<file path="config.mk">
export PLATFORM = sky130hd
export DESIGN_NAME = dpwa_port_ctrl
export DESIGN_NICKNAME = d
export VERILOG_FILES = /design/src/logic/dpwa_port_ctrl.v /design/src/logic/dpwa_sync.v
export VERILOG_INCLUDE_DIRS = /design/src /design/src/inc
export SDC_FILE = /design/constraint.sdc
export NUM_CORES = 1
export LEC_CHECK = 0
export ABC_AREA = 1
export BUFFER_PORTS_ARGS = -buffer_cell sky130_fd_sc_hd__buf_4
export CAP_MARGIN = 40
export CORE_MARGIN = 5
export CORE_UTILIZATION = 40
export DETAILED_ROUTE_END_ITERATION = 7
export HOLD_SLACK_MARGIN = 0.06
export PLACE_DENSITY = 0.68
export SETUP_SLACK_MARGIN = 0.02
export SLEW_MARGIN = 0
export SYNTH_ARGS = -nofsm -noshare
export SYNTH_HDL_FRONTEND = slang
export SYNTH_SLANG_ARGS = --single-unit
</file>
<file path="constraint.sdc">
create_clock -name clk_i -period 1.6 [get_ports clk_i]
set_input_delay 0.16 -clock clk_i [delete_from_list [all_inputs] [get_ports clk_i]]
set_output_delay 0.16 -clock clk_i [all_outputs]
set_load 0.005 [all_outputs]
</file>
<file path="src/inc/dpwa_map.vh">
// Purpose: Timing and field constants for the dual-port memory write controller
// Assumes: 10 MHz controller clock, 100 ns period
// Notes:   Times in ns; cycle counts derived from them
`ifndef DPWA_MAP_VH
`define DPWA_MAP_VH

`define DPWA_CLK_NS          100
// Write pulse width, least
`define DPWA_WRITE_PULSE_NS  40
// Output turn-off plus data set-up, least
`define DPWA_TURNOFF_NS      25
`define DPWA_DATA_SETUP_NS   30
// Write hold after the collision pin is released, least
`define DPWA_WRITE_HOLD_NS   25
// Port-to-port delay before the far side may read, longest wait
`define DPWA_PORT_DELAY_NS   80
// Semaphore write-to-read spacing, least
`define DPWA_SEM_W2R_NS      5

`define DPWA_CEIL(t)         (((t) + `DPWA_CLK_NS - 1) / `DPWA_CLK_NS)
`define DPWA_PULSE_CYC       `DPWA_CEIL(`DPWA_WRITE_PULSE_NS)
`define DPWA_PULSE_OE_CYC    `DPWA_CEIL(`DPWA_TURNOFF_NS + `DPWA_DATA_SETUP_NS)
`define DPWA_HOLD_CYC        `DPWA_CEIL(`DPWA_WRITE_HOLD_NS)
`define DPWA_XPORT_CYC       `DPWA_CEIL(`DPWA_PORT_DELAY_NS)
`define DPWA_SEM_CYC         `DPWA_CEIL(`DPWA_SEM_W2R_NS)

`define DPWA_ADDR_W          15
`define DPWA_DATA_W          8
`define DPWA_CNT_W           4

`endif

</file>
<file path="src/logic/dpwa_port_ctrl.v">
// Purpose: Host-side write controller for one port of an asynchronous dual-port memory
// Assumes: Device pins are active low; data bus shared, device turns off on its own
// Notes:   One write or read-back at a time; collision pin sampled via two flops
`timescale 1ns/1ps
`default_nettype none
`include "dpwa_map.vh"
module dpwa_port_ctrl (
    // Clock and reset
    input  wire                    clk_i,
    input  wire                    resetn_i,
    // User request
    input  wire                    req_valid_i,
    output wire                    req_ready_o,
    input  wire                    req_write_i,
    input  wire                    req_flag_i,
    input  wire                    req_oe_low_i,
    input  wire [`DPWA_ADDR_W-1:0] req_addr_i,
    input  wire [`DPWA_DATA_W-1:0] req_wdata_i,
    // User answer
    output reg                     done_o,
    output reg                     blocked_o,
    output reg  [`DPWA_DATA_W-1:0] rdata_o,
    // Device pins
    output reg  [`DPWA_ADDR_W-1:0] addr_o,
    output reg                     select_n_o,
    output reg                     flag_select_n_o,
    output reg                     write_n_o,
    output reg                     oe_n_o,
    input  wire [`DPWA_DATA_W-1:0] data_i,
    output reg  [`DPWA_DATA_W-1:0] data_o,
    output reg                     data_oe_o,
    input  wire                    collision_n_i
);
    // One-hot states
    localparam [5:0] S_IDLE  = 6'h01;  // Pins idle, strobe and selects high
    localparam [5:0] S_STRB  = 6'h02;  // Strobe low first, selects still high
    localparam [5:0] S_WRITE = 6'h04;  // Overlap of select and strobe
    localparam [5:0] S_HOLD  = 6'h08;  // Extra hold after collision release
    localparam [5:0] S_READ  = 6'h10;  // Read-back with output enable low
    localparam [5:0] S_END   = 6'h20;  // Recovery, strobe and selects high

    reg  [5:0]              state;
    reg  [`DPWA_CNT_W-1:0]  cnt;          // Cycle counter for pulse widths
    reg                     saw_block;    // Collision seen during this write
    reg                     oe_low;       // Latched output-enable choice
    wire [`DPWA_DATA_W-1:0] data_s;       // Synchronised read data
    wire                    coll_s;       // Synchronised collision pin
    reg                     flag_req;     // Latched target: 1 = semaphore flag

    // Cycle counts, cut to the counter width on purpose
    localparam integer PULSE_INT    = `DPWA_PULSE_CYC;
    localparam integer PULSE_OE_INT = `DPWA_PULSE_OE_CYC;
    localparam integer HOLD_INT     = `DPWA_HOLD_CYC;
    localparam integer XPORT_INT    = `DPWA_XPORT_CYC;
    localparam [`DPWA_CNT_W-1:0] PULSE_CYC    = PULSE_INT[`DPWA_CNT_W-1:0];
    localparam [`DPWA_CNT_W-1:0] PULSE_OE_CYC = PULSE_OE_INT[`DPWA_CNT_W-1:0];
    localparam [`DPWA_CNT_W-1:0] HOLD_CYC     = HOLD_INT[`DPWA_CNT_W-1:0];
    localparam [`DPWA_CNT_W-1:0] XPORT_CYC    = XPORT_INT[`DPWA_CNT_W-1:0];
    // Read data passes two sync flops, so the capture waits for them too
    localparam [`DPWA_CNT_W-1:0] SYNC_LAT     = 4'h2;

    // Least pulse width, widened when the device may still drive
    function [`DPWA_CNT_W-1:0] pulse_len;
        input oel;
        begin
            pulse_len = oel ? PULSE_OE_CYC : PULSE_CYC;
        end
    endfunction

    dpwa_sync #(.W(`DPWA_DATA_W + 1)) u_sync (
        .clk_i    (clk_i),
        .resetn_i (resetn_i),
        .async_i  ({collision_n_i, data_i}),
        .sync_o   ({coll_s, data_s})
    );

    // Accept only when pins are idle
    assign req_ready_o = (state == S_IDLE);

    // Sequencer; address moves only in idle, with strobe and selects high
    always @(posedge clk_i) begin
        if (!resetn_i) begin
            state           <= S_IDLE;
            cnt             <= 4'h0;
            saw_block       <= 1'b0;
            oe_low          <= 1'b0;
            flag_req        <= 1'b0;
            done_o          <= 1'b0;
            blocked_o       <= 1'b0;
            rdata_o         <= 8'h00;
            addr_o          <= 15'h0000;
            select_n_o      <= 1'b1;
            flag_select_n_o <= 1'b1;
            write_n_o       <= 1'b1;
            oe_n_o          <= 1'b1;
            data_o          <= 8'h00;
            data_oe_o       <= 1'b0;
        end else begin
            done_o <= 1'b0;
            case (state)
                S_IDLE: begin
                    if (req_valid_i) begin
                        addr_o    <= req_addr_i;
                        data_o    <= req_wdata_i;
                        oe_low    <= req_oe_low_i;
                        flag_req  <= req_flag_i;                  // Request inputs may move after taking
                        saw_block <= 1'b0;
                        if (req_write_i) begin
                            // Strobe first so select falls after it: device stays off the bus
                            write_n_o <= 1'b0;
                            oe_n_o    <= ~req_oe_low_i;
                            state     <= S_STRB;
                        end else begin
                            // Wait port delay so the far side's write is visible
                            select_n_o      <= req_flag_i;
                            flag_select_n_o <= ~req_flag_i;
                            oe_n_o          <= 1'b0;
                            cnt             <= XPORT_CYC + SYNC_LAT;
                            state           <= S_READ;
                        end
                    end
                end
                S_STRB: begin
                    // Exactly one of the selects, held to end of write
                    select_n_o      <= flag_req ? 1'b1 : 1'b0;
                    flag_select_n_o <= flag_req ? 1'b0 : 1'b1;
                    // Drive data only once the device is known turned off
                    data_oe_o       <= 1'b1;
                    cnt             <= pulse_len(oe_low);
                    state           <= S_WRITE;
                end
                S_WRITE: begin
                    // Collision low inhibits the write; keep strobe until released
                    if (!coll_s) begin
                        saw_block <= 1'b1;
                    end else if (saw_block) begin
                        cnt   <= HOLD_CYC;
                        state <= S_HOLD;
                    end else if (cnt <= 4'h1) begin
                        // Output enable rises with the strobe: device must not drive into our data
                        write_n_o <= 1'b1;
                        oe_n_o    <= 1'b1;
                        state     <= S_END;
                    end else begin
                        cnt <= cnt - 4'h1;
                    end
                end
                S_HOLD: begin
                    if (!coll_s) begin
                        state <= S_WRITE;
                    end else if (cnt <= 4'h1) begin
                        write_n_o <= 1'b1;
                        oe_n_o    <= 1'b1;
                        blocked_o <= 1'b1;
                        state     <= S_END;
                    end else begin
                        cnt <= cnt - 4'h1;
                    end
                end
                S_READ: begin
                    if (cnt <= 4'h1) begin
                        rdata_o <= data_s;
                        state   <= S_END;
                    end else begin
                        cnt <= cnt - 4'h1;
                    end
                end
                default: begin
                    // Recovery: release everything, address still steady
                    select_n_o      <= 1'b1;
                    flag_select_n_o <= 1'b1;
                    write_n_o       <= 1'b1;
                    oe_n_o          <= 1'b1;
                    data_oe_o       <= 1'b0;
                    if (!select_n_o || !flag_select_n_o || data_oe_o) begin
                        state <= S_END;
                    end else begin
                        done_o <= 1'b1;
                        if (!saw_block) begin
                            blocked_o <= 1'b0;
                        end
                        state <= S_IDLE;
                    end
                end
            endcase
        end
    end
endmodule // dpwa_port_ctrl
`default_nettype wire

</file>
<file path="src/logic/dpwa_sync.v">
// Purpose: Two-flop synchroniser for a bundle of asynchronous pins
// Assumes: Single controller clock
// Notes:   First stage is read only by the second stage
`timescale 1ns/1ps
`default_nettype none
module dpwa_sync #(
    parameter W = 1
) (
    // Clock and reset
    input  wire         clk_i,
    input  wire         resetn_i,
    // Pins in, synchronised out
    input  wire [W-1:0] async_i,
    output reg  [W-1:0] sync_o
);
    reg [W-1:0] stage1;   // Metastability catcher

    // Two stages before any logic sees the pin
    always @(posedge clk_i) begin
        if (!resetn_i) begin
            stage1 <= {W{1'b1}};
            sync_o <= {W{1'b1}};
        end else begin
            stage1 <= async_i;
            sync_o <= stage1;
        end
    end
endmodule // dpwa_sync
`default_nettype wire

</file>
======== Yosys cells after proc, flatten, opt, wreduce, memory -nomap -nowiden ========
Cells that the tools add are included.
word-level totals
  bits in read-only memories .............. 0
  word-level logic and storage cells ...... 106
  flip-flop bits (word level) ............. 68
  bits in latches ......................... 0
  memories kept ........................... 0
  input bits .............................. 38
  output and inout port bits .............. 39
  RAM bits ................................ 0
cells by class
  div/mod/pow operators ................... 0
  reduce and logical (&&, ||, !) cells .... 20
  multiplexer cells ....................... 47
  eq/ne operators ......................... 15
  magnitude comparators ................... 1
  shift-type cells ........................ 0
  multipliers ............................. 0
  bitwise operators ....................... 6
  add/sub/neg operators ................... 1
operator list
  cell                  count
  $mux W6               6
  $pmux W6 S5           1
  $mux W1               25
  $mux W4               6
  $pmux W4 S5           1
  $reduce_and A5 Y1     3
  $ne A2 B1 Y1 const B  5
  $ne A2 B2 Y1 const B  5
  $pmux W1 S4           2
  $reduce_or A4 Y1      2
  $eq A6 B1 Y1 const B  1
  $eq A6 B2 Y1 const B  1
  $eq A6 B3 Y1 const B  1
  $eq A6 B4 Y1 const B  1
  $eq A6 B5 Y1 const B  1
  $not A1 Y1            6
  $pmux W1 S2           3
  $pmux W1 S3           2
  $reduce_and A2 Y1     3
  $reduce_and A3 Y1     2
  $reduce_and A6 Y1     1
  $reduce_or A6 Y1      1
  $mux W5               1
  $reduce_bool A5 Y1    1
  other kinds (7)       9

======== Longest topological paths before layout ========
Gate-level depths: netlist of run 1.
  word-level depth ........................ 5
  gate-level depth with buffers ........... 10
  gate-level depth less buffers ........... 10

======== Hierarchy ========
Synthesis of run 1 repeated with hierarchy kept, for this count alone.
second synthesis, totals
  cells, all modules ...................... 366
  area total of the unflattened synthesis .. 2,822.7 sq um
by module, submodules not included
  module          cells an instance  instances  area an instance (sq um)  sequential area each (sq um)
  dpwa_port_ctrl  310                1          2,301.0                   1,001.0
  dpwa_sync       56                 1          521.8                     360.3

======== Worst setup path before layout of run 1 ========
OpenSTA, ideal clock, no wires.
  kind .................................... register to register
  start ................................... reg cnt[0]
  end ..................................... reg state[5]
  arrival time ............................ 1.435 ns
  path slack .............................. 0.038 ns
  library setup time ...................... 0.127 ns
  stages on the path, launching flop included .. 11
  clock period less this slack ............ 1.562 ns
  required time ........................... 1.473 ns
  path buffers ............................ 0
  cell sequence ........................... dfxtp_1 inv_1 ha_1 o21ai_2 inv_1 nand2_2 nand3_1 nand2_1 o21ai_1 nand2_1 nor2_1
on the way
  word-level cells in the longest chain between the ends .. 5
  elaborated cells on any way between the ends .. 6
  those cells by class .................... 1 x order compare; 5 x mux
RTL lines
  element                   line                                                              source
  start: declaration        dpwa_port_ctrl.v:43                                               reg [`DPWA_CNT_W-1:0] cnt;
  start signal: assignment  dpwa_port_ctrl.v:118                                              cnt <= XPORT_CYC + SYNC_LAT;
  start signal: assignment  dpwa_port_ctrl.v:129                                              cnt <= pulse_len(oe_low);
  start signal: assignment  dpwa_port_ctrl.v:145                                              cnt <= cnt - 4'h1;
  $le A4 B1 Y1 *            dpwa_port_ctrl.v:139, dpwa_port_ctrl.v:151, dpwa_port_ctrl.v:161
  $mux W6 *                 -
  $mux W6 (2 in series)     -
  $pmux W6 S5 *             -
  end signal: assignment    dpwa_port_ctrl.v:83                                               state <= S_IDLE;
  end signal: assignment    dpwa_port_ctrl.v:112                                              state <= S_STRB;
  end signal: assignment    dpwa_port_ctrl.v:119                                              state <= S_READ;
  end: declaration          dpwa_port_ctrl.v:42                                               reg [5:0] state;
Every way passes the cells marked *; elsewhere a longest branch is shown, timed or not. The select of a mux whose other input is x is not followed.
A chain may end at the register's enable or synchronous reset.

======== Final worst setup path of run 1 ========
  start ................................... reg state[4]
  end ..................................... out req_ready_o
on the way
  word-level cells in the longest chain between the ends .. 1
RTL lines
  element           line                 source
  $eq A6 B1 Y1      dpwa_port_ctrl.v:78  assign req_ready_o = (state == S_IDLE);
  end: declaration  dpwa_port_ctrl.v:13  output wire req_ready_o,
No other way between the ends.

==> flow_metrics.py, run 1 <==
metrics = {
    "timing": {
        "final.setup_skew_ns": 0.008998,
        "worst_slew_margin_rel_pct": 74.39,
        "finalHoldWorstSlack_ns": 0.07489,
        "unrepaired_setup_endpoints_after_global_routing": "true",
        "slew_viol_final": 0,
        "worstMarginPinSlew_ns": 0.3837,
        "setup_violations": 0,
        "post-route-min-period_ns": 1.537,
        "post-route-period-util_pct": 96.07,
        "maxClockFrequency_ghz": 0.6506,
        "timing.final.hold_violations": 0,
    },
    "cells_and_area": {
        "fin_area_mm2": 0.004025,
        "antenna_cells": 0,
        "final_nets": 514,
        "synthToLayoutAreaGrowth_pct": 45.17,
        "fraction_of_layout_cells_with_a_size_suffix_above_1_pct": 32.78,
        "fillers": 605,
    },
    "critical_path": {
        "worstSetupStartpointType": "register",
        "worstSetupPathType": "register to primary output",
        "timing.critical_path.required_ns": 1.44,
        "worstSetupEndpointType": "primary output",
        "critical_path_arrival_ns": 1.38,
        "critical_path_peak_fanout": 7,
    },
    "routing": {
        "detail_route.wirelength_um": 7384,
        "wl_per_cell_um": 13.21,
        "detailedRoute.firstIterationViolations": 116,
        "ant_nets": 0,
        "detailedRoute.firstPassIterationCount": 4,
        "route.vias.total": 2714,
        "vias_per_cell": 4.855,
        "drt_drc_violations_left": 0,
    },
    "logic_synthesis": {
        "synth-edff-count": 0,
        "syn_avg_cell_area_um2": 7.810,
        "synth-warning-count": 0,
        "async_sr_flop_fraction_pct": 0,
        "mapped_nets": 395,
        "simple_gate_share_of_the_synthesized_area_pct": 32.81,
        "yosysTopAreaCell": "sky130_fd_sc_hd__dfxtp_1",
        "ys_seq_area_share_pct": 49.10,
        "number_of_synthesized_register_bits": 68,
        "yosys_most_used_dff": "sky130_fd_sc_hd__dfxtp_1",
        "post-synth-top-area-fraction_pct": 49.10,
        "synth_area_mm2": 0.002773,
        "post_synth_mux_area_share_pct": 0,
        "syn_inst": 355,
        "synth_compound_area_share_pct": 11.24,
        "largest_family_of_logic_cells_by_synthesized_area": "simple AND/OR/NAND/NOR gates",
        "synth_top_area_cells": "sky130_fd_sc_hd__dfxtp_1 (49%), sky130_fd_sc_hd__nor2_1 (11%), sky130_fd_sc_hd__o21ai_0 (7.4%)",
        "synth.lib_cells_used.distinct": 29,
        "yosys.area_share.xor_xnor_pct": 0,
        "synth_fa_ha_area_share_pct": 0.9025,
    },
    "cts": {
        "cts_inserted_buffers": 9,
        "clock_path_buffers": 2,
        "tritoncts": "done",
        "cts-root-buf": "sky130_fd_sc_hd__clkbuf_8",
        "cts_max_level": 3,
        "clk-insertion-delay-late_ns": 0.34,
        "clk_pin_slew_worst_paths_ns": 0.08,
        "cts_num_sinks": 68,
    },
    "placement": {
        "hpwl_um": 4946,
        "final_wtd_congestion": 0.8596,
        "place.port_buffers": 76,
        "post_dp_cell_area_mm2": 0.003447,
    },
    "pwr": {
        "switching_power_mw": 2.562,
        "p_clk_share_pct": 22.1,
        "sw_share_pct": 38.58,
        "power.density_mw_per_mm2": 1650,
        "power.ir.vdd_worst_mv": 1.017,
        "power.share.combinational_pct": 42.8,
        "static-leakage-power_nw": 1.884,
        "power.internal_mw": 4.079,
        "reg_power_share_pct": 35.1,
    },
    "global_routing": {
        "grt_first_pass_wirelength_um": 11990,
        "grt_use_total_pct": 17.34,
        "grt_max_degree": 41,
        "vias_in_the_first_global_route": 2584,
        "antenna_violations_before_repair": 0,
        "grt_overflow": 0,
    },
    "floorplan": {
        "fp.coreArea_mm2": 0.006756,
        "die_width_um": 93.26,
        "fp.dieArea_mm2": 0.008697,
        "initial_core_util_pct": 41.04,
        "ioPinCount": 77,
        "num_rows": 30,
        "die_y_um": 93.26,
    },
    "hold_path": {
        "timing.hold.worst.class": "primary input to register",
    },
    "status": {
        "run_status": "finished clean",
    },
    "run": {
        "max_cap_violations": 0,
    },
}
[synth_stat cells (2+ instances only)]
cell type	number
sky130_fd_sc_hd__buf_2	3
sky130_fd_sc_hd__inv_1	24
sky130_fd_sc_hd__a211oi_1	2
sky130_fd_sc_hd__dfxtp_1	68
sky130_fd_sc_hd__nand4_1	5
sky130_fd_sc_hd__o21ai_0	41
sky130_fd_sc_hd__nand2_1	38
sky130_fd_sc_hd__nand3_2	2
sky130_fd_sc_hd__buf_4	2
sky130_fd_sc_hd__nand2_2	5
sky130_fd_sc_hd__a21oi_1	8
sky130_fd_sc_hd__a21oi_2	2
sky130_fd_sc_hd__or2_2	18
sky130_fd_sc_hd__nor2_4	8
sky130_fd_sc_hd__clkbuf_1	5
sky130_fd_sc_hd__nor2_2	2
sky130_fd_sc_hd__nand3_1	23
sky130_fd_sc_hd__nand2_4	2
sky130_fd_sc_hd__inv_2	7
sky130_fd_sc_hd__nor2_1	79
sky130_fd_sc_hd__nor4_1	2
sky130_fd_sc_hd__ha_1	2
[area by class of cell]
type,count,area (µm²),area share [%]
clock inverters,7,83.83,2.083
repair buffers,118,968.4,24.06
flip-flops and latches,68,1366,33.94
well taps,80,100.1,2.487
clock buffers,9,123.9,3.077
multi-input cells,246,1264,31.40
inverters,31,118.9,2.953
[critical path, stage by stage, from the launching register on]
cell and delay [ns]:
sky130_fd_sc_hd__dfxtp_2 0.36, sky130_fd_sc_hd__nor2_4 0.24, sky130_fd_sc_hd__nand3_4 0.19, sky130_fd_sc_hd__inv_4 0.13, sky130_fd_sc_hd__buf_4 0.11
[path summary, 6_finish.rpt]
| check | startpoint | endpoint | slack [ns] | cells past startpoint |
|---|---|---|---|---|
| setup / recovery | state[4] | req_ready_o | 0.06 | 4 |
| hold / removal | req_flag_i | flag_req | 0.07 | 3 |
| setup reg to reg | state[4] | data_o[5] | 0.10 | 6 |
| hold reg to reg | u_sync.stage1[5] | u_sync.sync_o[5] | 0.42 | 1 |
[cells in the final DEF (no fill, tap or decap), types with 7 or more instances in the layout]
| cell type | count |
|---|---|
| sky130_fd_sc_hd__dfxtp_1 | 64 |
| sky130_fd_sc_hd__clkbuf_8 | 9 |
| sky130_fd_sc_hd__inv_2 | 7 |
| sky130_fd_sc_hd__nand3_1 | 22 |
| sky130_fd_sc_hd__o21ai_0 | 41 |
| sky130_fd_sc_hd__dlygate4sd3_1 | 31 |
| sky130_fd_sc_hd__or2_2 | 18 |
| sky130_fd_sc_hd__inv_1 | 23 |
| sky130_fd_sc_hd__nand2_1 | 38 |
| sky130_fd_sc_hd__buf_4 | 84 |
| sky130_fd_sc_hd__nor2_1 | 79 |
| sky130_fd_sc_hd__nor2_4 | 8 |
| sky130_fd_sc_hd__a21oi_1 | 8 |
[kinds of logic (layout without fill, tap and decap cells)]
kind of cell / after synthesis / in the layout
and+or+nand+nor: 186 / 186
DFF: 68 / 68
AOI/OAI and AO/OA: 58 / 58
buffers and inverters: 41 / 165
adders and majority gates: 2 / 2
[state kept, by name, indices dropped and copies added (netlist names)]
name and cells:
addr_o 15, blocked_o 1, cnt 4, data_o 8
data_oe_o 1, done_o 1, flag_req 1, flag_select_n_o 1
oe_n_o 1, rdata_o 8, saw_block 1, select_n_o 1
state 6, u_sync.stage1 9, u_sync.sync_o 9, write_n_o 1
[through the flow]
stage | util, % | TNS [ns] | power, mW | std cells | setup slack (ns)
after global routing | 59.57 | -0.08240 | 7.146 | 559 | -0.02243
after floorplan | - | 0 | 3.948 | 355 | 0.03821
after global placement | 51.02 | 0 | 4.875 | 508 | 0.1591
final | 59.57 | 0 | 6.641 | 559 | 0.06289
after detailed placement | 51.02 | 0 | 4.936 | 508 | 0.08839
after CTS | 58.69 | 0 | 6.480 | 555 | 0.04426
[per-layer routing]
metal	vias to the layer above	global-route usage (%)	wire length (µm)	part of all wire, %
met4	0	6.593	85	1.2
met5	-	0	0	0
li1	1378	-	-	-
met2	92	28.89	3707	50
met1	1238	20.12	3016	41
met3	6	6.516	574	7.8
[power groups by stage]
stage	clock network, mW	logic [mW]	registers, mW
CTS	1.50	2.66	2.32
detailed placement	0	2.59	2.34
global route	1.60	3.17	2.37
floorplan	0	1.61	2.34
global placement	0	2.54	2.33
finish	1.47	2.84	2.33
[repair_timing]
action / in CTS / in global routing
resized for setup: 0 / 11
endpoints found under the setup margin: 0 / 7
hold buffers: 31 / 0
endpoints found under the hold margin: 31 / 0
buffers inserted: 0 / 3
(Power assumes the default switching activity.)
==> inputs of run 2 (changes only) <==
--- a/config.mk
+++ b/config.mk
@@ -9,11 +9,13 @@
 export ABC_AREA = 1
 export BUFFER_PORTS_ARGS = -buffer_cell sky130_fd_sc_hd__buf_4
 export CAP_MARGIN = 40
+export CELL_PAD_IN_SITES_DETAIL_PLACEMENT = 0
+export CELL_PAD_IN_SITES_GLOBAL_PLACEMENT = 1
 export CORE_MARGIN = 5
-export CORE_UTILIZATION = 40
+export CORE_UTILIZATION = 33
 export DETAILED_ROUTE_END_ITERATION = 7
 export HOLD_SLACK_MARGIN = 0.06
-export PLACE_DENSITY = 0.68
+export PLACE_DENSITY = 0.76
 export SETUP_SLACK_MARGIN = 0.02
 export SLEW_MARGIN = 0
 export SYNTH_ARGS = -nofsm -noshare
==> run 2 against run 1 <==
Effect of this change:
- sequential cell count unchanged
- cell count increased by 4.5%
- first-iteration DRC count decreased by 20%
- maximum frequency increased by 3.0%
==> flow_metrics.py, run 2 (same netlist as run 1, synthesis figures left out) <==
metrics = {
    "cts": {
        "cts_inserted_buffers": 9,
        "clk_pin_slew_worst_paths_ns": 0.09,
        "cts_num_sinks": 68,
        "cts-root-buf": "sky130_fd_sc_hd__clkbuf_8",
        "clk-insertion-delay-late_ns": 0.35,
        "cts_max_level": 3,
        "tritoncts": "done",
        "clock_path_buffers": 2,
    },
    "critical_path": {
        "crit_path_end": "write_n_o",
        "worstSetupPathType": "register to register",
        "cpLargestDelayFamily": "simple AND/OR/NAND/NOR gates",
        "reg2reg_slack_ns": 0.11,
        "worstSetupEndpointType": "register",
        "most_frequent_cell_on_critical_path": "sky130_fd_sc_hd__nor2_4",
        "critical_path_arrival_ns": 1.72,
        "critical_path.reg2reg.startpoint": "state[5]",
        "timing.critical_path.slowest_cell_delay_ns": 0.35,
        "crit_path_start": "state[5]",
        "worstSetupStartpointType": "register",
        "timing.critical_path.required_ns": 1.82,
        "worstRegToRegCells": 9,
        "r2r_end": "write_n_o",
        "cp_num_buf_inv": 2,
        "timing.critical_path.slowest_stage_cell": "sky130_fd_sc_hd__dfxtp_2",
        "timing.critical_path.depth": 9,
        "critical_path_peak_fanout": 6,
        "crit_chain": "nor2_4 -> buf_4 -> nand2_2 -> nor2_4 -> nand2_4 -> nand2_1 -> inv_1 -> nand4_1 -> nand3_1",
    },
    "timing": {
        "worstMarginPinSlew_ns": 0.3951,
        "maxClockFrequency_ghz": 0.6699,
        "setup_violations": 0,
        "final.setup_skew_ns": 0.01044,
        "unrepaired_setup_endpoints_after_global_routing": "true",
        "timing.final.hold_violations": 0,
        "post-route-min-period_ns": 1.493,
        "finalHoldWorstSlack_ns": 0.08207,
        "totalNegativeSetupSlack_ns": 0,
        "slew_viol_final": 0,
        "post-route-period-util_pct": 93.30,
        "worst_slew_margin_rel_pct": 73.62,
    },
    "placement": {
        "final_wtd_congestion": 0.8271,
        "post_dp_cell_area_mm2": 0.003486,
        "hpwl_um": 4965,
        "place.port_buffers": 76,
    },
    "pwr": {
        "static-leakage-power_nw": 1.885,
        "power.density_mw_per_mm2": 1611,
        "p_clk_share_pct": 22.7,
        "p_total_mw": 6.536,
        "reg_power_share_pct": 35.4,
        "switching_power_mw": 2.532,
        "power.ir.vdd_worst_mv": 0.7552,
        "power.share.combinational_pct": 41.9,
        "power.internal_mw": 4.004,
        "sw_share_pct": 38.74,
    },
    "floorplan": {
        "initial_core_util_pct": 33.74,
        "num_rows": 33,
        "ioPinCount": 77,
        "fp.coreArea_mm2": 0.008217,
        "die_width_um": 101.7,
        "die_y_um": 101.7,
        "fp.dieArea_mm2": 0.01033,
    },
    "cells_and_area": {
        "layout.cells.most_common": "sky130_fd_sc_hd__buf_4",
        "antenna_cells": 0,
        "layout_common_cells": "sky130_fd_sc_hd__buf_4 (86), sky130_fd_sc_hd__nor2_1 (78), sky130_fd_sc_hd__dfxtp_1 (62), sky130_fd_sc_hd__o21ai_0 (41), sky130_fd_sc_hd__nand2_1 (37)",
        "fillers": 788,
        "reg_top3": "addr_o (15), u_sync.stage1 (9), u_sync.sync_o (9)",
        "ff_latch_area_mm2": 0.001369,
        "final_nets": 514,
        "largest_reg_flops": 15,
        "area_of_the_multi_input_gates_mm2": 0.001266,
        "fraction_of_layout_cells_with_a_size_suffix_above_1_pct": 33.19,
        "synthToLayoutAreaGrowth_pct": 46.34,
        "fin_area_mm2": 0.004058,
        "biggest_register": "addr_o",
    },
    "routing": {
        "ant_nets": 0,
        "drt_drc_violations_left": 0,
        "detail_route.wirelength_um": 7409,
        "detailedRoute.firstPassIterationCount": 7,
        "wl_per_cell_um": 12.69,
        "route.vias.total": 2688,
        "vias_per_cell": 4.603,
        "detailedRoute.firstIterationViolations": 93,
    },
    "run": {
        "max_cap_violations": 0,
    },
    "global_routing": {
        "vias_in_the_first_global_route": 2696,
        "grt_max_degree": 41,
        "grt_use_total_pct": 15.52,
        "grt_first_pass_wirelength_um": 12460,
        "grt_overflow": 0,
        "antenna_violations_before_repair": 0,
    },
    "hold_path": {
        "min_path_cells": 3,
        "timing.hold.worst.class": "primary input to register",
    },
    "status": {
        "run_status": "finished clean",
    },
}
-- run 2: per-stage QoR --
stage | utilization [%] | worst slack (ns) | cells
3_3_place_gp | 42.42 | 0.1502 | 534
2_1_floorplan | - | 0.03821 | 355
5_1_grt | 49.38 | 0.01277 | 584
6_report | 49.38 | 0.1072 | 584
3_5_place_dp | 42.42 | 0.1128 | 534
4_1_cts | 49.02 | 0.04449 | 584
-- run 2: repair_timing --
| item | 4_1_cts | 5_1_grt |
|---|---|---|
| buffers inserted | 2 | 0 |
| pin swaps | 1 | 3 |
| gates resized for setup | 0 | 12 |
| endpoints found under the setup margin | 1 | 15 |
| hold endpoints to repair | 32 | 0 |
| hold buffers | 32 | 0 |
-- run 2: metal layers --
layer,vias to the layer above,share of wire [%],global-route usage (%)
li1,1384,-,-
met1,1213,42,17.85
met2,78,48,25.30
met3,13,7.8,5.510
met4,0,2.2,8.180
met5,-,0,0
-- run 2: worst register-to-register path: stages (launching register included) --
cell	delay [ns]
sky130_fd_sc_hd__dfxtp_2	0.35
sky130_fd_sc_hd__nor2_4	0.16
sky130_fd_sc_hd__buf_4	0.13
sky130_fd_sc_hd__nand2_2	0.08
sky130_fd_sc_hd__nor2_4	0.22
sky130_fd_sc_hd__nand2_4	0.11
sky130_fd_sc_hd__nand2_1	0.12
sky130_fd_sc_hd__inv_1	0.07
sky130_fd_sc_hd__nand4_1	0.08
sky130_fd_sc_hd__nand3_1	0.07
-- run 2: area by class of cell --
cell class,count,area share [%]
clock inverter,7,2.035
timing repair buffer,118,23.81
sequential,68,33.73
multi-input combinational,246,31.21
tap,105,3.238
inverter,31,2.929
clock buffer,9,3.053
-- run 2: power by group through the flow --
stage | Sequential, mW | Clock, mW | Combinational [mW]
after CTS | 2.30 | 1.52 | 2.72
after floorplan | 2.34 | 0 | 1.61
after global placement | 2.33 | 0 | 2.58
after detailed placement | 2.34 | 0 | 2.61
after global routing | 2.37 | 1.59 | 3.12
final | 2.32 | 1.48 | 2.74
-- run 2: how the worst min path moves through the flow --
| stage | slack [ns] | end | startpoint |
|---|---|---|---|
| 6_report | 0.08 | flag_req | req_flag_i |
| 5_1_grt | 0.10 | flag_req | req_flag_i |
| 4_1_cts | 0.06 | flag_req | req_flag_i |
| 3_5_place_dp | 0.35 | u_sync.stage1[1] | data_i[1] |
| 3_3_place_gp | 0.35 | u_sync.stage1[4] | data_i[4] |
| 2_1_floorplan | 0.27 | u_sync.stage1[0] | data_i[0] |
==> inputs of run 3 (changes only) <==
--- a/config.mk
+++ b/config.mk
@@ -6,16 +6,16 @@
 export SDC_FILE = /design/constraint.sdc
 export NUM_CORES = 1
 export LEC_CHECK = 0
-export ABC_AREA = 1
-export BUFFER_PORTS_ARGS = -buffer_cell sky130_fd_sc_hd__buf_4
+export ABC_AREA = 0
+export BUFFER_PORTS_ARGS = -buffer_cell sky130_fd_sc_hd__buf_2
 export CAP_MARGIN = 40
 export CELL_PAD_IN_SITES_DETAIL_PLACEMENT = 0
 export CELL_PAD_IN_SITES_GLOBAL_PLACEMENT = 1
 export CORE_MARGIN = 5
-export CORE_UTILIZATION = 33
+export CORE_UTILIZATION = 34
 export DETAILED_ROUTE_END_ITERATION = 7
 export HOLD_SLACK_MARGIN = 0.06
-export PLACE_DENSITY = 0.76
+export PLACE_DENSITY = 0.77
 export SETUP_SLACK_MARGIN = 0.02
 export SLEW_MARGIN = 0
 export SYNTH_ARGS = -nofsm -noshare
==> run 3 against run 2 <==
Effect of this change:
- total power grew 17%
- critical path depth shrank 4
- register-to-register slack lost 0.47 ns
- maximum frequency shrank 24%
- non-clock buffer count grew 40
- clock skew grew 0.0017 ns
- highest routed layer unchanged
- cell area grew 8.7%
- the run now ends with setup timing left
==> flow_metrics.py, run 3 <==
metrics = {
    "status": {
        "violations_in_the_final_reports": "setup timing",
        "run_status": "finished with violations",
    },
    "routing": {
        "wl_per_cell_um": 15.06,
        "vias_per_cell": 4.842,
        "drt_drc_violations_left": 0,
        "detail_route.wirelength_um": 8210,
        "detailedRoute.firstPassIterationCount": 4,
        "ant_nets": 0,
        "route.vias.total": 2639,
        "detailedRoute.firstIterationViolations": 86,
    },
    "timing": {
        "post-route-min-period_ns": 1.963,
        "slew_viol_final": 0,
        "timing.final.hold_violations": 0,
        "worst_slew_margin_rel_pct": 66.45,
        "setup_violations": 51,
        "finalHoldWorstSlack_ns": 0.07513,
        "final.setup_skew_ns": 0.01212,
        "maxClockFrequency_ghz": 0.5094,
        "post-route-worst-setup-slack_ns": -0.3633,
        "unrepaired_setup_endpoints_after_global_routing": "true",
        "worstMarginPinSlew_ns": 0.5006,
        "post-route-period-util_pct": 122.7,
    },
    "cells_and_area": {
        "fillers": 678,
        "largest_reg_flops": 15,
        "biggest_register": "addr_o",
        "layout.cells.most_common": "sky130_fd_sc_hd__buf_2",
        "antenna_cells": 0,
        "fraction_of_layout_cells_with_a_size_suffix_above_1_pct": 45.82,
        "finish.utilization_pct": 57.67,
        "layout_common_cells": "sky130_fd_sc_hd__buf_2 (75), sky130_fd_sc_hd__dfxtp_1 (65), sky130_fd_sc_hd__buf_4 (36), sky130_fd_sc_hd__nand2_1 (33), sky130_fd_sc_hd__dlygate4sd3_1 (30)",
        "final_nets": 478,
        "synthToLayoutAreaGrowth_pct": 67.78,
        "layoutNonFillerInstCount": 545,
        "area_of_the_multi_input_gates_mm2": 0.001400,
        "reg_top3": "addr_o (15), u_sync.stage1 (9), u_sync.sync_o (9)",
        "ff_latch_area_mm2": 0.001365,
    },
    "pwr": {
        "power.density_mw_per_mm2": 1730,
        "power.ir.vdd_worst_mv": 0.6826,
        "p_total_mw": 7.632,
        "static-leakage-power_nw": 1.948,
    },
    "floorplan": {
        "initial_core_util_pct": 34.37,
        "fp.coreArea_mm2": 0.007647,
        "ioPinCount": 77,
        "die_y_um": 97.93,
        "num_rows": 32,
        "fp.dieArea_mm2": 0.009590,
        "die_width_um": 97.93,
    },
    "logic_synthesis": {
        "synth-warning-count": 0,
        "synth.most_common_cell": "sky130_fd_sc_hd__dfxtp_1",
        "ys_seq_area_share_pct": 51.78,
        "post-synth-top-area-fraction_pct": 51.78,
        "number_of_synthesized_register_bits": 68,
        "syn_avg_cell_area_um2": 9.192,
        "async_sr_flop_fraction_pct": 0,
        "mapped_nets": 326,
        "synth_area_mm2": 0.002629,
        "synth-edff-count": 0,
        "yosysTopAreaCell": "sky130_fd_sc_hd__dfxtp_1",
        "yosys_most_used_dff": "sky130_fd_sc_hd__dfxtp_1",
        "syn_inst": 286,
        "synth.cells.most_frequent": "sky130_fd_sc_hd__dfxtp_1 (68), sky130_fd_sc_hd__nand2_1 (55), sky130_fd_sc_hd__a21oi_1 (25), sky130_fd_sc_hd__nand2b_1 (19), sky130_fd_sc_hd__nor2_1 (19)",
        "synth.lib_cells_used.distinct": 46,
        "synth_top_area_cells": "sky130_fd_sc_hd__dfxtp_1 (52%), sky130_fd_sc_hd__nand2_1 (7.9%), sky130_fd_sc_hd__a21oi_1 (4.8%)",
    },
    "placement": {
        "place.port_buffers": 76,
        "final_wtd_congestion": 0.8568,
        "placement.setup.worst_slack_ns": -0.4764,
        "hpwl_um": 4949,
        "place_inst": 484,
    },
    "cts": {
        "cts_num_sinks": 68,
        "clk-insertion-delay-late_ns": 0.34,
        "clock_path_buffers": 2,
        "cts-root-buf": "sky130_fd_sc_hd__clkbuf_8",
        "tritoncts": "done",
        "cts_inserted_buffers": 9,
        "cts_max_level": 3,
        "clk_pin_slew_worst_paths_ns": 0.08,
    },
    "global_routing": {
        "grt_max_degree": 25,
        "grt_overflow": 0,
        "grt_use_total_pct": 15.41,
        "grt_first_pass_wirelength_um": 12140,
        "vias_in_the_first_global_route": 2528,
        "antenna_violations_before_repair": 0,
    },
    "hold_path": {
        "min_path_cells": 3,
        "hp-start": "req_wdata_i[5]",
        "timing.hold.worst.class": "primary input to register",
        "whs_endpoint": "data_o[5]",
    },
    "critical_path": {
        "critical_path_arrival_ns": 2.20,
        "critical_path.reg2reg.startpoint": "state[2]",
        "reg2reg_slack_ns": -0.36,
        "crit_chain": "or4_4 -> or3b_4 -> nand4_1 -> o211ai_1 -> a32o_1",
        "timing.critical_path.required_ns": 1.83,
        "worstSetupPathType": "register to register",
        "r2r_end": "cnt[3]",
        "timing.critical_path.slowest_cell_delay_ns": 0.54,
        "worstSetupStartpointType": "register",
        "worstRegToRegCells": 5,
        "crit_path_start": "state[2]",
        "worstSetupEndpointType": "register",
        "timing.critical_path.slowest_stage_cell": "sky130_fd_sc_hd__or4_4",
        "critical_path_peak_fanout": 6,
    },
    "run": {
        "max_cap_violations": 0,
    },
}
[run 3: per-stage QoR]
stage | instance area, µm² | setup TNS (ns)
finish | 4410 | -11.12
CTS | 3996 | -7.200
global route | 4410 | -15.28
global placement | 3341 | -10.05
floorplan | 2646 | -7.442
detailed placement | 3341 | -9.340
[run 3: final cells by class]
cell class              count  area share [%]
well taps                 102           2.894
multi-input cells         195           31.74
flip-flops and latches     68           30.95
clock inverters             7           3.319
repair buffers            158           27.72
clock buffers               9           2.809
inverters                   6          0.5674
[run 3: cells by family (layout without fill, tap and decap cells)]
kind of cell	after synthesis	count (layout)	share of synthesized area [%]
adder cells (fa/ha/maj)	2	2	0.9518
multiplexers	8	8	3.046
buffers and inverters	23	180	5.140
AO/OA/AOI/OAI	58	58	14.56
XOR/XNOR	1	1	0.3332
AND/OR/NAND/NOR	126	126	24.18
flip-flops	68	68	51.79
[run 3: metal layers]
metal  global-route usage, %  vias up  part of all wire (%)
met5                       0        -                     0
li1                        -     1296                     -
met4                   6.922        0                   1.9
met3                   2.857       15                   3.8
met2                   26.07       73                    50
met1                   19.01     1255                    44
[run 3: report_power, final]
part           total [mW]  internal [mW]  switching, mW  leakage, nW
sequential           2.16           1.98          0.178        0.559
clock                1.90           1.21          0.696        0.134
combinational        3.57           1.83           1.74         1.25
total                7.63           5.02           2.61         1.95
[run 3: worst max-delay path: cells and delay by family (launching register included)]
| family | cells | cell delay (ns) |
|---|---|---|
| DFF | 1 | 0.32 |
| AOI/OAI and AO/OA | 2 | 0.36 |
| and+or+nand+nor | 3 | 1.17 |
[run 3: repair_timing]
| action | 4_1_cts | 5_1_grt |
|---|---|---|
| cloned | 0 | 6 |
| endpoints found under the setup margin | 49 | 51 |
| hold buffers | 30 | 0 |
| endpoints found under the hold margin | 30 | 0 |
| buffers inserted | 2 | 7 |
| pin swaps | 12 | 34 |
| resized for setup | 18 | 62 |
[run 3: worst max-delay path by stage]
| stage | endpoint | slack, ns | depth (start not counted) |
|---|---|---|---|
| 4_1_cts | cnt[3] | -0.35 | 5 |
| 5_1_grt | cnt[3] | -0.43 | 5 |
| 6_report | cnt[3] | -0.36 | 5 |
| 2_1_floorplan | cnt[0] | -0.40 | 5 |
| 3_5_place_dp | cnt[3] | -0.48 | 5 |
| 3_3_place_gp | cnt[3] | -0.43 | 5 |
